`config.mk`:
```
export PLATFORM = sky130hd
export DESIGN_NAME = tmc_timer_channel
export DESIGN_NICKNAME = d
export VERILOG_FILES = /design/src/tmc_pkg.sv /design/src/tmc_tick_if.sv /design/src/tmc_prescaler.sv /design/src/tmc_edge_sync.sv /design/src/tmc_timer_channel.sv
export VERILOG_INCLUDE_DIRS = /design/src
export SDC_FILE = /design/constraint.sdc
export NUM_CORES = 1
export LEC_CHECK = 0
export BUFFER_PORTS_ARGS = -buffer_cell sky130_fd_sc_hd__buf_2
export CAP_MARGIN = 20
export CORE_MARGIN = 1
export CORE_UTILIZATION = 65
export CTS_BUF_LIST = sky130_fd_sc_hd__clkbuf_16
export CTS_CLUSTER_SIZE = 30
export DETAILED_ROUTE_END_ITERATION = 12
export GPL_TIMING_DRIVEN = 0
export PLACE_DENSITY = 0.95
export REMOVE_ABC_BUFFERS = 1
export SKIP_LAST_GASP = 1
export SLEW_MARGIN = 10
export SYNTH_ARGS = -nofsm -noshare
export SYNTH_HDL_FRONTEND = slang
export SYNTH_HIERARCHICAL = 1
export SYNTH_SLANG_ARGS = --single-unit
```
`constraint.sdc`:
```
create_clock -name I_CLK -period 17.8 [get_ports I_CLK]
set_clock_uncertainty 0.2 [all_clocks]
set_input_delay 3.56 -clock I_CLK [delete_from_list [all_inputs] [get_ports I_CLK]]
set_output_delay 3.56 -clock I_CLK [all_outputs]
set_load 0.02 [all_outputs]
```
`src/tmc_defs.svh`:
```
// Register offsets, field positions, reset values and timing counts for the timer channel
`ifndef TMC_DEFS_SVH
`define TMC_DEFS_SVH
`define TMC_OFF_STOP 8'h00
`define TMC_OFF_MASK 8'h04
`define TMC_OFF_FLAG 8'h08
`define TMC_OFF_PRIO0 8'h0c
`define TMC_OFF_PRIO1 8'h10
`define TMC_OFF_MODE 8'h14
`define TMC_OFF_DATA 8'h18
`define TMC_OFF_OMODE 8'h1c
`define TMC_OFF_OPOL 8'h20
`define TMC_OFF_OVAL 8'h24
`define TMC_OFF_OEN 8'h28
`define TMC_OFF_CKSEL 8'h2c
`define TMC_OFF_START 8'h30
`define TMC_OFF_STATUS 8'h34
`define TMC_OFF_COUNT 8'h38
`define TMC_CH_BIT 3
`define TMC_IRQ_BIT 5
`define TMC_MODE_CKS_HI 15
`define TMC_MODE_CKS_LO 14
`define TMC_MODE_CCS 12
`define TMC_MODE_SPLIT 11
`define TMC_MODE_STS_HI 10
`define TMC_MODE_STS_LO 8
`define TMC_MODE_CIS_HI 7
`define TMC_MODE_CIS_LO 6
`define TMC_MODE_MD_HI 3
`define TMC_MODE_MD_LO 1
`define TMC_MODE_RST 16'h0000
`define TMC_DATA_RST 16'h0000
`define TMC_MASK_RST 8'hff
`define TMC_CKSEL_RST 16'h0000
`define TMC_MD_INTERVAL 3'h0
`define TMC_STS_SOFT 3'h0
`define TMC_SYNC_STAGES 3
`endif

```
`src/tmc_pkg.sv`:
```
// Types shared by the timer channel modules
package tmc_pkg;
    typedef enum logic [1:0] {
        TMC_EDGE_FALL,
        TMC_EDGE_RISE,
        TMC_EDGE_BOTH_LO,
        TMC_EDGE_BOTH_HI
    } tmc_edge_e;
    typedef logic [15:0] tmc_word_t;
endpackage

```
`src/tmc_tick_if.sv`:
```
// Tick carrier between the prescaler and the channel core
`timescale 1ns/1ns
interface tmc_tick_if;
    logic [3:0] tick;
    modport src (output tick);
    modport dst (input tick);
endinterface

```
`src/tmc_prescaler.sv`:
```
// Free-running divider making the four prescaler tick enables
`timescale 1ns/1ns
module tmc_prescaler (
    input wire logic i_clk,
    input wire logic i_rst,
    input wire logic [15:0] i_sel,
    tmc_tick_if.src tick_bus
);
    logic [15:0] div_q;

    ////////////////////////////////////////////////////////////////////////
    // Divider counter, wraps freely
    always_ff @(posedge i_clk or posedge i_rst) begin
        if (i_rst) begin
            div_q <= 16'h0000;
        end else begin
            div_q <= div_q + 16'h0001;
        end
    end

    // One-cycle enable per output; a field of 0 ticks every cycle
    function automatic logic tick_of(input logic [3:0] f, input logic [15:0] c);
        logic [15:0] m;
        m = (16'h0001 << f) - 16'h0001;
        tick_of = ((c & m) == m);
    endfunction

    always_comb begin
        tick_bus.tick[0] = tick_of(i_sel[3:0], div_q); // [RQ16]
        tick_bus.tick[1] = tick_of(i_sel[7:4], div_q);
        tick_bus.tick[2] = tick_of(i_sel[11:8], div_q);
        tick_bus.tick[3] = tick_of(i_sel[15:12], div_q);
    end
endmodule

```
`src/tmc_edge_sync.sv`:
```
// Three-stage synchroniser and edge picker for the channel input pin
`timescale 1ns/1ns
module tmc_edge_sync (
    input wire logic i_clk,
    input wire logic i_rst,
    input wire logic i_pin,
    input wire tmc_pkg::tmc_edge_e i_edge,
    output logic o_hit
);
    logic [2:0] sync_q;
    logic level_q;

    ////////////////////////////////////////////////////////////////////////
    // Stage one feeds stage two only; level updates when two and three agree
    always_ff @(posedge i_clk or posedge i_rst) begin
        if (i_rst) begin
            sync_q <= 3'h0;
            level_q <= 1'b0;
        end else begin
            sync_q <= {sync_q[1:0], i_pin};
            if (sync_q[1] == sync_q[2]) begin
                level_q <= sync_q[2];
            end
        end
    end

    // Edge select; both-edge codes count either transition
    always_comb begin
        o_hit = 1'b0;
        if (sync_q[1] == sync_q[2] && sync_q[2] != level_q) begin
            unique case (i_edge)
                tmc_pkg::TMC_EDGE_FALL: o_hit = ~sync_q[2]; // [RQ9]
                tmc_pkg::TMC_EDGE_RISE: o_hit = sync_q[2];
                tmc_pkg::TMC_EDGE_BOTH_LO,
                tmc_pkg::TMC_EDGE_BOTH_HI: o_hit = 1'b1;
            endcase
        end
    end
endmodule

```
`src/tmc_timer_channel.sv`:
```
// Timer channel 3: AXI4-Lite registers, interval counter, output and interrupt
`timescale 1ns/1ns
`include "tmc_defs.svh"

// How it works
// RQ1: Writing 1 to stop bit clears running status and halts counting.
// RQ2: Mask bit 5 set blocks the count-end interrupt; clear allows it.
// RQ3: Flag bit 5 reads 1 once a request is pending; software clears it.
// RQ4: Priority bits at bit 5 of two registers select level; 00 highest.
// RQ5: Mode bits 15:14 choose which prescaler output feeds the channel.
// RQ6: Mode bit 12 chooses operating clock (0) or input pin edges (1).
// RQ7: Mode bit 11 splits the counter into two 8-bit timers; the code counts only the low byte, the high byte holds.
// RQ8: Trigger field 000 means only software start starts the channel.
// RQ9: Edge field bits 7:6 pick falling, rising or both pin edges.
// RQ10: Mode 000x is interval timer mode, counting down.
// RQ11: A 16-bit data register sets the interval the channel counts.
// RQ12: Output-mode bit 3 selects master (0) or slave (1) output.
// RQ13: Output-level bit 3 gives active-high (0) or inverted (1) output.
// RQ14: Output value bit 3 drives the output low (0) or high (1).
// RQ15: Output-enable bit 3 lets counting toggle the output bit.
// RQ16: Prescaler field n gives system clock divided by two to the n.
// RQ17: Load on start, decrement, reload and flag at zero: period n+1.
module tmc_timer_channel (
    input wire logic I_CLK,
    input wire logic I_SYS_RST,
    input wire logic [7:0] I_AWADDR,
    input wire logic I_AWVALID,
    output logic O_AWREADY,
    input wire logic [31:0] I_WDATA,
    input wire logic [3:0] I_WSTRB,
    input wire logic I_WVALID,
    output logic O_WREADY,
    output logic [1:0] O_BRESP,
    output logic O_BVALID,
    input wire logic I_BREADY,
    input wire logic [7:0] I_ARADDR,
    input wire logic I_ARVALID,
    output logic O_ARREADY,
    output logic [31:0] O_RDATA,
    output logic [1:0] O_RRESP,
    output logic O_RVALID,
    input wire logic I_RREADY,
    input wire logic I_CHANNEL_INPUT_PIN,
    output logic O_CHANNEL_OUT,
    output logic O_COUNT_END_INTERRUPT,
    output logic [1:0] O_COUNT_END_LEVEL
);
    tmc_tick_if tick_bus ();

    logic [7:0] aw_addr_q;
    logic aw_have_q;
    logic [31:0] w_data_q;
    logic [3:0] w_strb_q;
    logic w_have_q;
    logic wr_go;
    logic wr_ok;
    logic [31:0] rd_word;
    logic rd_ok;
    logic [7:0] mask_q;
    logic [7:0] flag_q;
    logic [7:0] prio0_q;
    logic [7:0] prio1_q;
    logic [15:0] mode_q;
    logic [15:0] data_q;
    logic [7:0] omode_q;
    logic [7:0] opol_q;
    logic [7:0] oval_q;
    logic [7:0] oen_q;
    logic [15:0] cksel_q;
    logic running_q;
    logic [15:0] count_q;
    logic load_q;
    logic pin_hit;
    logic op_tick;
    logic count_tick;
    logic count_end;
    logic stop_req;
    logic start_req;

    // Low byte helper for byte-strobed narrow registers
    function automatic logic [7:0] merge8(input logic [7:0] old, input logic [31:0] d, input logic [3:0] s);
        merge8 = s[0] ? d[7:0] : old;
    endfunction

    function automatic logic [15:0] merge16(input logic [15:0] old, input logic [31:0] d, input logic [3:0] s);
        merge16 = {s[1] ? d[15:8] : old[15:8], s[0] ? d[7:0] : old[7:0]};
    endfunction

    // Operating-clock code to prescaler output; codes 01 and 10 cross over
    function automatic logic [1:0] tick_index(input logic [1:0] code);
        tick_index = {code[0], code[1]};
    endfunction

    // Interval mode ignores the lowest mode bit
    function automatic logic is_interval(input logic [15:0] mode);
        is_interval = mode[`TMC_MODE_MD_HI:`TMC_MODE_MD_LO] == `TMC_MD_INTERVAL;
    endfunction

    // Committed write with byte zero enabled to one offset
    function automatic logic low_write(input logic g, input logic [7:0] a, input logic [7:0] o, input logic [3:0] s);
        low_write = g && a == o && s[0];
    endfunction

    ////////////////////////////////////////////////////////////////////////
    // Prescaler and pin edge helpers
    tmc_prescaler u_prescaler (
        .i_clk(I_CLK),
        .i_rst(I_SYS_RST),
        .i_sel(cksel_q), // [RQ16]
        .tick_bus(tick_bus.src)
    );

    tmc_edge_sync u_edge_sync (
        .i_clk(I_CLK),
        .i_rst(I_SYS_RST),
        .i_pin(I_CHANNEL_INPUT_PIN),
        .i_edge(tmc_pkg::tmc_edge_e'(mode_q[`TMC_MODE_CIS_HI:`TMC_MODE_CIS_LO])), // [RQ9]
        .o_hit(pin_hit)
    );

    ////////////////////////////////////////////////////////////////////////
    // AXI write channels, taken in either order, one write at a time
    assign wr_go = aw_have_q && w_have_q && !O_BVALID;

    always_ff @(posedge I_CLK or posedge I_SYS_RST) begin
        if (I_SYS_RST) begin
            aw_have_q <= 1'b0;
            aw_addr_q <= 8'h00;
            O_AWREADY <= 1'b0;
        end else begin
            O_AWREADY <= !aw_have_q && !(I_AWVALID && O_AWREADY);
            if (I_AWVALID && O_AWREADY) begin
                aw_have_q <= 1'b1;
                aw_addr_q <= I_AWADDR;
            end else if (wr_go) begin
                aw_have_q <= 1'b0;
            end
        end
    end

    always_ff @(posedge I_CLK or posedge I_SYS_RST) begin
        if (I_SYS_RST) begin
            w_have_q <= 1'b0;
            w_data_q <= 32'h0000_0000;
            w_strb_q <= 4'h0;
            O_WREADY <= 1'b0;
        end else begin
            O_WREADY <= !w_have_q && !(I_WVALID && O_WREADY);
            if (I_WVALID && O_WREADY) begin
                w_have_q <= 1'b1;
                w_data_q <= I_WDATA;
                w_strb_q <= I_WSTRB;
            end else if (wr_go) begin
                w_have_q <= 1'b0;
            end
        end
    end

    // Unmapped write offsets answer SLVERR
    always_comb begin
        unique case (aw_addr_q)
            `TMC_OFF_STOP, `TMC_OFF_MASK, `TMC_OFF_FLAG, `TMC_OFF_PRIO0, `TMC_OFF_PRIO1,
            `TMC_OFF_MODE, `TMC_OFF_DATA, `TMC_OFF_OMODE, `TMC_OFF_OPOL, `TMC_OFF_OVAL,
            `TMC_OFF_OEN, `TMC_OFF_CKSEL, `TMC_OFF_START: wr_ok = 1'b1;
            default: wr_ok = 1'b0;
        endcase
    end

    always_ff @(posedge I_CLK or posedge I_SYS_RST) begin
        if (I_SYS_RST) begin
            O_BVALID <= 1'b0;
            O_BRESP <= 2'h0;
        end else if (wr_go) begin
            O_BVALID <= 1'b1;
            O_BRESP <= wr_ok ? 2'h0 : 2'h2;
        end else if (I_BREADY) begin
            O_BVALID <= 1'b0;
        end
    end

    ////////////////////////////////////////////////////////////////////////
    // Plain configuration registers
    always_ff @(posedge I_CLK or posedge I_SYS_RST) begin
        if (I_SYS_RST) begin
            mask_q <= `TMC_MASK_RST;
            prio0_q <= 8'hff;
            prio1_q <= 8'hff;
            mode_q <= `TMC_MODE_RST;
            data_q <= `TMC_DATA_RST;
            omode_q <= 8'h00;
            opol_q <= 8'h00;
            oen_q <= 8'h00;
            cksel_q <= `TMC_CKSEL_RST;
        end else if (wr_go) begin
            unique case (aw_addr_q)
                `TMC_OFF_MASK: mask_q <= merge8(mask_q, w_data_q, w_strb_q); // [RQ2]
                `TMC_OFF_PRIO0: prio0_q <= merge8(prio0_q, w_data_q, w_strb_q);
                `TMC_OFF_PRIO1: prio1_q <= merge8(prio1_q, w_data_q, w_strb_q);
                `TMC_OFF_MODE: mode_q <= merge16(mode_q, w_data_q, w_strb_q);
                `TMC_OFF_DATA: data_q <= merge16(data_q, w_data_q, w_strb_q); // [RQ11]
                `TMC_OFF_OMODE: omode_q <= merge8(omode_q, w_data_q, w_strb_q);
                `TMC_OFF_OPOL: opol_q <= merge8(opol_q, w_data_q, w_strb_q);
                `TMC_OFF_OEN: oen_q <= merge8(oen_q, w_data_q, w_strb_q);
                `TMC_OFF_CKSEL: cksel_q <= merge16(cksel_q, w_data_q, w_strb_q);
                default: ;
            endcase
        end
    end

    // Stop and start are write-one triggers; zeros do nothing
    assign stop_req = low_write(wr_go, aw_addr_q, `TMC_OFF_STOP, w_strb_q)
        && w_data_q[`TMC_CH_BIT]; // [RQ1]
    assign start_req = low_write(wr_go, aw_addr_q, `TMC_OFF_START, w_strb_q)
        && w_data_q[`TMC_CH_BIT]; // [RQ8]

    ////////////////////////////////////////////////////////////////////////
    // Counting clock choice
    // The code is not a plain index: 01 picks the third output, 10 the second
    always_comb begin
        op_tick = tick_bus.tick[tick_index(mode_q[`TMC_MODE_CKS_HI:`TMC_MODE_CKS_LO])]; // [RQ5]
        count_tick = mode_q[`TMC_MODE_CCS] ? pin_hit : op_tick; // [RQ6]
    end

    // Only interval mode counts; other mode codes hold the counter
    assign count_end = running_q && !load_q && count_tick
        && is_interval(mode_q)
        && (mode_q[`TMC_MODE_SPLIT] ? count_q[7:0] == 8'h00 : count_q == 16'h0000); // [RQ10]

    // Running status: stop wins over a same-cycle start
    always_ff @(posedge I_CLK or posedge I_SYS_RST) begin
        if (I_SYS_RST) begin
            running_q <= 1'b0;
            load_q <= 1'b0;
        end else if (stop_req) begin
            running_q <= 1'b0; // [RQ1]
            load_q <= 1'b0;
        end else if (start_req) begin
            running_q <= 1'b1; // [RQ8]
            load_q <= 1'b1;
        end else begin
            load_q <= 1'b0;
        end
    end

    // Load on start, decrement per tick, reload at zero; split mode decrements and reloads the low byte only
    always_ff @(posedge I_CLK or posedge I_SYS_RST) begin
        if (I_SYS_RST) begin
            count_q <= 16'h0000;
        end else if (load_q) begin
            count_q <= data_q; // [RQ17]
        end else if (running_q && count_tick
            && is_interval(mode_q)) begin
            if (mode_q[`TMC_MODE_SPLIT]) begin
                count_q[7:0] <= (count_q[7:0] == 8'h00) ? data_q[7:0] : count_q[7:0] - 8'h01; // [RQ7]
            end else begin
                count_q <= (count_q == 16'h0000) ? data_q : count_q - 16'h0001; // [RQ17]
            end
        end
    end

    ////////////////////////////////////////////////////////////////////////
    // Request flag: set beats a write-one clear in the same cycle
    always_ff @(posedge I_CLK or posedge I_SYS_RST) begin
        if (I_SYS_RST) begin
            flag_q <= 8'h00;
        end else begin
            if (low_write(wr_go, aw_addr_q, `TMC_OFF_FLAG, w_strb_q)) begin
                flag_q <= flag_q & ~w_data_q[7:0]; // [RQ3]
            end
            if (count_end) begin
                flag_q[`TMC_IRQ_BIT] <= 1'b1; // [RQ3]
            end
        end
    end

    // Output bit: written directly, toggled by count end only when enabled
    always_ff @(posedge I_CLK or posedge I_SYS_RST) begin
        if (I_SYS_RST) begin
            oval_q <= 8'h00;
        end else if (low_write(wr_go, aw_addr_q, `TMC_OFF_OVAL, w_strb_q)) begin
            oval_q <= w_data_q[7:0]; // [RQ14]
        end else if (count_end && oen_q[`TMC_CH_BIT] && !omode_q[`TMC_CH_BIT]) begin
            oval_q[`TMC_CH_BIT] <= ~oval_q[`TMC_CH_BIT]; // [RQ15] [RQ12]
        end
    end

    // Registered pins; slave output mode just follows the output bit
    always_ff @(posedge I_CLK or posedge I_SYS_RST) begin
        if (I_SYS_RST) begin
            O_CHANNEL_OUT <= 1'b0;
            O_COUNT_END_INTERRUPT <= 1'b0;
            O_COUNT_END_LEVEL <= 2'h3;
        end else begin
            O_CHANNEL_OUT <= oval_q[`TMC_CH_BIT] ^ opol_q[`TMC_CH_BIT]; // [RQ13]
            O_COUNT_END_INTERRUPT <= flag_q[`TMC_IRQ_BIT] & ~mask_q[`TMC_IRQ_BIT]; // [RQ2]
            O_COUNT_END_LEVEL <= {prio1_q[`TMC_IRQ_BIT], prio0_q[`TMC_IRQ_BIT]}; // [RQ4]
        end
    end

    ////////////////////////////////////////////////////////////////////////
    // Read decode; stop and start read as zero
    always_comb begin
        rd_ok = 1'b1;
        rd_word = 32'h0000_0000;
        unique case (I_ARADDR)
            `TMC_OFF_STOP, `TMC_OFF_START: rd_word = 32'h0000_0000;
            `TMC_OFF_MASK: rd_word = {24'h000000, mask_q};
            `TMC_OFF_FLAG: rd_word = {24'h000000, flag_q};
            `TMC_OFF_PRIO0: rd_word = {24'h000000, prio0_q};
            `TMC_OFF_PRIO1: rd_word = {24'h000000, prio1_q};
            `TMC_OFF_MODE: rd_word = {16'h0000, mode_q};
            `TMC_OFF_DATA: rd_word = {16'h0000, data_q};
            `TMC_OFF_OMODE: rd_word = {24'h000000, omode_q};
            `TMC_OFF_OPOL: rd_word = {24'h000000, opol_q};
            `TMC_OFF_OVAL: rd_word = {24'h000000, oval_q};
            `TMC_OFF_OEN: rd_word = {24'h000000, oen_q};
            `TMC_OFF_CKSEL: rd_word = {16'h0000, cksel_q};
            `TMC_OFF_STATUS: rd_word = {28'h0000000, running_q, 3'h0};
            `TMC_OFF_COUNT: rd_word = {16'h0000, count_q};
            default: rd_ok = 1'b0;
        endcase
    end

    // Read address taken when no data is pending; data stands until RREADY
    always_ff @(posedge I_CLK or posedge I_SYS_RST) begin
        if (I_SYS_RST) begin
            O_ARREADY <= 1'b0;
            O_RVALID <= 1'b0;
            O_RDATA <= 32'h0000_0000;
            O_RRESP <= 2'h0;
        end else begin
            O_ARREADY <= !O_RVALID && !(I_ARVALID && O_ARREADY);
            if (I_ARVALID && O_ARREADY) begin
                O_RVALID <= 1'b1;
                O_RDATA <= rd_word;
                O_RRESP <= rd_ok ? 2'h0 : 2'h2;
            end else if (I_RREADY) begin
                O_RVALID <= 1'b0;
            end
        end
    end
endmodule

```
==> metrics.txt, run 1 <==
max-slew violations 0; Logic pwr share between 20% and 30%; switching fraction of total power 37.4%; critical path class in2reg; gpl congestion a little under 1; Top FF cell, synth dfrtp_1; RSZ-0062 raised after global routing false; slew at the pin closest to its max-slew limit 1080 ps; Yosys Warn Count 6; VDD IR max approximately 0.00012 V; CTS Hold Bufs 0; EDFF count, synth 0; worst r2r dst count_q[6]; Via density ~7; Power Total 1.54 mW; share of layout cells above drive strength 1 between 20% and 30%; first-pass detailed-route iteration total 6; I/O Buffers 68; internal power between 0.9 and 1 mW; CP Capture Type flip-flop; Core Area 16,600 sq um; clock network fraction of total power between 20% and 30%; cell area after synthesis between 10,000 and 15,000 sq um; Final Hold Vio Count 0; f_max 170 MHz; Worst Reg-to-Reg Cells 12; # DRC 0; synthesis-stage register bit count 204; final setup vio count 0; pin count of the biggest net entering global routing 120; commonest non-fill, non-tap cell in the layout dfrtp_1; I/O Pins 105; asr flop ratio synth 100%; routed wire length 28,900 um; HPWL after detailed placement about 19,000 um; CTS tree done; status completed; remaining antenna violation count after routing 0; Seq/Total Area, Yosys between 40% and 50%; 1st-iter DRT viols ~990; die height 132 um; Pwr per Cell Area 129 nW/um^2; post-CTS setup buffers 0; die area 17,500 sq um; worst setup path endpoint O_RDATA[15]; CTS buffer count 22; Reg power frac a little over two fifths; global-route wire length before repair 45,900 um; worst-path fanout max 20; CP startpoint I_ARADDR[4]; row cnt 47; Clock Latency Late Sink 530 ps; reg2reg setup slack about 13,000 ps; Tot GR Track Use about 33%; Setup WS post-layout ~12,000 ps; cts repair resizes 0; CTS Root Cell clkbuf_16; Tcrit/Tclk final about 33%; vias in the first global route slightly below 9,000; n_diodes 0; initial antenna violation count 0; Initial Utilization between 60% and 70%; Min-Delay Path Class reg2reg; Max-slew headroom ~28%; Mapped Avg Cell Area approximately 11 sq um; Synth cell types a little over 90; CP Data Arrival Time 6100 ps; width of the die roughly 130 um; Routed WL per cell about 22 um; Max clock buf depth 3; sw power about 0.58 mW; most frequent cells in the layout dfrtp_1, mux2_2, nand2_1; RR Startpoint cksel_q[15]; Final Critical Period 5890 ps; Mapped Cells between 1,000 and 1,500; Lkg Pwr approximately 5.3 nW; Worst Setup Start Kind input pin; GR Overflow Total 0; Required @ worst endpoint 18,010 ps; CTS H-tree depth 1; clock sink count ~200; Final nets 1,124; max cap viols 0; area grow syn2layout 8.72%; Final TNS setup 0 ps; DP Worst Slack about 12,000 ps; hold_ws roughly 160 ps; clock-pin slew on the worst setup and hold paths 60 ps; DR vias slightly below 9,000
[registers in the layout, summed over array words and instances (netlist names), 15 cells and up]
signal / cells
mode_q: 16
data_q: 16
count_q: 16
cksel_q: 16
u_prescaler/div_q: 15
w_data_q: 16
O_RDATA: 16
[synthesized netlist by cell type (all sizes together) (8+ instances only)]
| master | instances | share of area, % |
|---|---|---|
| nor3b | 10 | 0.73 |
| nor2 | 73 | 2.8 |
| inv | 28 | 0.95 |
| dfrtp | 178 | 40 |
| dfstp | 26 | 6.2 |
| xnor2 | 15 | 1.2 |
| o21ai | 48 | 2.2 |
| nand2 | 74 | 2.5 |
| and3 | 8 | 0.45 |
| nand3b | 10 | 0.68 |
| nor4b | 11 | 1.0 |
| nor3 | 21 | 1.1 |
| mux2i | 13 | 1.2 |
| o31ai | 11 | 0.87 |
| nor2b | 17 | 0.96 |
| buf | 54 | 3.2 |
| nor4 | 9 | 0.82 |
| a22oi | 20 | 1.4 |
| nand3 | 32 | 1.6 |
| a211oi | 15 | 1.0 |
| a22o | 8 | 0.64 |
| clkbuf | 31 | 1.1 |
| a31oi | 8 | 0.51 |
| nand4 | 10 | 0.62 |
| a21oi | 27 | 1.2 |
| a221oi | 11 | 0.93 |
| mux2 | 133 | 14 |
[critical path, cell delays in order]
cell and delay (ps):
buf_2 410, nor2b_1 820, nand2_1 570, nor2_1 360, a221oi_1 170, o21ai_0 190
[routing by layer]
metal  share of wire, %  routed length (um)  global-route usage [%]  vias up
met5                  0                   0                       0        -
met4                4.9                1410                    16.5        0
met3                9.0                2600                    6.31      135
met2                 47               13500                    53.6      542
met1                 39               11300                    44.1     4343
li1                   -                   -                       -     3818
[layout make-up]
type	instances	area [sq um]
Fill cell	1132	4590
Sequential cell	204	5140
Tap cell	220	275
Multi-Input combinational cell	728	5410
Clock buffer	22	551
Timing Repair Buffer	73	398
Inverter	28	113
Clock inverter	18	110
[logic make-up (layout without fill, tap and decap cells)]
logic type	after synthesis	after routing	synth area share (%)
AOI/OAI and AO/OA	222	222	14.6
xor gates and xnor gates	21	21	1.67
adders and majority gates	8	8	0.896
buffers and inverters	113	141	5.22
DFF	204	204	46.6
muxes	149	149	15.4
other	1	18	0.0340
and+or+nand+nor	310	310	15.7
[through the flow]
step	cell area (sq um)	util [%]	cells
6_report	12000	72.3	1293
5_1_grt	12000	72.3	1293
4_1_cts	12000	72.3	1292
3_5_place_dp	11300	68.3	1252
3_3_place_gp	11200	67.8	1248
2_1_floorplan	10600	-	960
[worst min-delay path by stage]
| stage | start | to | cells past startpoint |
|---|---|---|---|
| 2_1_floorplan | u_edge_sync/sync_q[0] | u_edge_sync/sync_q[1] | 0 |
| 3_3_place_gp | u_edge_sync/sync_q[0] | u_edge_sync/sync_q[1] | 0 |
| 3_5_place_dp | u_edge_sync/sync_q[0] | u_edge_sync/sync_q[1] | 0 |
| 4_1_cts | u_edge_sync/sync_q[0] | u_edge_sync/sync_q[1] | 0 |
| 5_1_grt | u_edge_sync/sync_q[0] | u_edge_sync/sync_q[1] | 0 |
| 6_report | u_edge_sync/sync_q[0] | u_edge_sync/sync_q[1] | 0 |
[power by group through the flow]
stage | combinational [mW] | sequential (mW) | clock, mW
after floorplan | 0.348 | 0.630 | 0
after global placement | 0.432 | 0.659 | 0
after detailed placement | 0.450 | 0.667 | 0
after CTS | 0.454 | 0.660 | 0.422
after global routing | 0.507 | 0.675 | 0.438
final | 0.460 | 0.666 | 0.417
(Power assumes the default switching activity.)
==> run 2, diff against run 1 <==
--- a/config.mk
+++ b/config.mk
@@ -9,12 +9,12 @@
 export BUFFER_PORTS_ARGS = -buffer_cell sky130_fd_sc_hd__buf_2
 export CAP_MARGIN = 20
 export CORE_MARGIN = 1
-export CORE_UTILIZATION = 65
+export CORE_UTILIZATION = 54
 export CTS_BUF_LIST = sky130_fd_sc_hd__clkbuf_16
 export CTS_CLUSTER_SIZE = 30
 export DETAILED_ROUTE_END_ITERATION = 12
 export GPL_TIMING_DRIVEN = 0
-export PLACE_DENSITY = 0.95
+export PLACE_DENSITY = 0.88
 export REMOVE_ABC_BUFFERS = 1
 export SKIP_LAST_GASP = 1
 export SLEW_MARGIN = 10
==> constraint.sdc (replaced) <==
create_clock -name I_CLK -period 4.87 [get_ports I_CLK]
set_clock_uncertainty 0.2 [all_clocks]
set_input_delay 0.974 -clock I_CLK [delete_from_list [all_inputs] [get_ports I_CLK]]
set_output_delay 0.974 -clock I_CLK [all_outputs]
set_load 0.02 [all_outputs]
==> metrics.txt, run 2 (same netlist as run 1, synthesis figures left out) <==
status completed; Tcrit/Tclk final about 90%; Max clock buf depth 3; worst-path fanout max 13; hold depth 0; Final Critical Period 4290 ps; f_max ~230 MHz; row cnt 51; vias in the first global route approximately 8,500; CTS H-tree depth 1; commonest non-fill, non-tap cell in the layout dfrtp_1; RSZ-0062 raised after global routing false; Min-Delay Path Class reg2reg; Lkg Pwr approximately 5.4 nW; clock sink count between 200 and 250; share of layout cells above drive strength 1 between 20% and 30%; routed wire length 28,900 um; DR vias between 8,000 and 9,000; Final nets roughly 1,100; width of the die roughly 140 um; CTS tree done; Worst Reg-to-Reg Cells 13; final setup vio count 0; Final TNS setup 0 ps; # DRC 0; Reg area 5140 sq um; remaining antenna violation count after routing 0; Max-slew headroom a little over a fifth; slew at the pin closest to its max-slew limit approximately 1200 ps; Via density between 6 and 7; non-filler cells, final approximately 1,300; Required @ worst endpoint 5070 ps; post-CTS setup buffers 0; area grow syn2layout 10.0%; post-placement cell count ~1,300; HPWL after detailed placement roughly 19,000 um; Clock Latency Late Sink 530 ps; initial antenna violation count 0; CTS buffer count 23; CP Data Arrival Time 4490 ps; first-pass detailed-route iteration total 6; Tot GR Track Use ~28%; I/O Pins 105; Worst Setup Start Kind flip-flop; Routed WL per cell 21.6 um; Initial Utilization a little under three fifths; cts repair resizes 0; n_diodes 0; Pwr per Cell Area roughly 480 nW/um^2; die area about 21,000 sq um; CTS Hold Bufs 0; VDD IR max roughly 0.00030 V; clock-pin slew on the worst setup and hold paths 60 ps; I/O Buffers slightly below 70; pin count of the biggest net entering global routing 107; Power Total approximately 5.9 mW; Core Area about 20,000 sq um; critical path class reg2reg; max-slew violations 0; fill count roughly 1,500; Final Hold Vio Count 0; GR Overflow Total 0; max cap viols 0; CTS Root Cell clkbuf_16; die height about 140 um; global-route wire length before repair around 46,000 um; area of the multi-input gates around 5400 sq um; gpl congestion 0.939; CP Capture Type flip-flop; most frequent cells in the layout dfrtp_1, mux2_2, nand2_1; 1st-iter DRT viols 916
-- run 2: changes by cell type in the layout (fill, tap and decap cells not counted), sizes merged --
cell / delta
clkinvlp: -1
bufinv: +3
clkbuf: +1
clkinv: +3
inv: -6
-- run 2: final timing paths --
path / start / endpoint / slack (ps)
min in group asynchronous: I_SYS_RST / u_edge_sync/sync_q[1] / 190
worst max-delay path: cksel_q[7] / count_q[6] / 580
worst min-delay path: u_edge_sync/sync_q[0] / u_edge_sync/sync_q[1] / 160
worst max register to register: cksel_q[7] / count_q[6] / 580
worst min register to register: u_edge_sync/sync_q[0] / u_edge_sync/sync_q[1] / 160
max in group asynchronous: I_SYS_RST / mask_q[5] / 3190
-- run 2: critical path: stages (launching register included) --
cell and delay, ps:
dfrtp_1 530, nor3_1 300, nand2_1 100, ha_1 250, inv_1 140, mux2_1 350, a32oi_1 220, o2111ai_1 120
a211oi_1 280, mux2i_1 210, a21o_1 270, nor2_1 650, a41oi_1 230, a221o_1 300
-- run 2: final cells by class --
cell class,instances,area share (%)
clock buffers,23,4.74
well taps,265,2.73
inverters,28,0.928
clock inverters,17,1.40
flip-flops and latches,204,42.3
repair buffers,73,3.32
multi-input cells,728,44.6
-- run 2: stage by stage --
step                      cell area (sq um)  utilization, %  hold slack [ps]  setup slack (ps)
after floorplan                       10600               -              131             -1290
after global placement                11300            57.3              136             -3210
after detailed placement              11400            57.7              155               715
after CTS                             12100            61.5              159               632
after global routing                  12100            61.6              165               374
final                                 12100            61.6              160               583
-- run 2: layer usage --
metal	part of all wire [%]	global-route usage [%]
met5	0	0
met1	41	37.7
met3	8.4	4.75
met4	4.1	12.3
met2	47	43.6
-- run 2: where the power goes --
group,switching [mW],leakage [nW],internal [mW],total (mW)
Clock,0.719,0.374,1.02,1.74
Combinational,0.969,2.35,0.725,1.69
Sequential,0.449,2.64,1.98,2.43
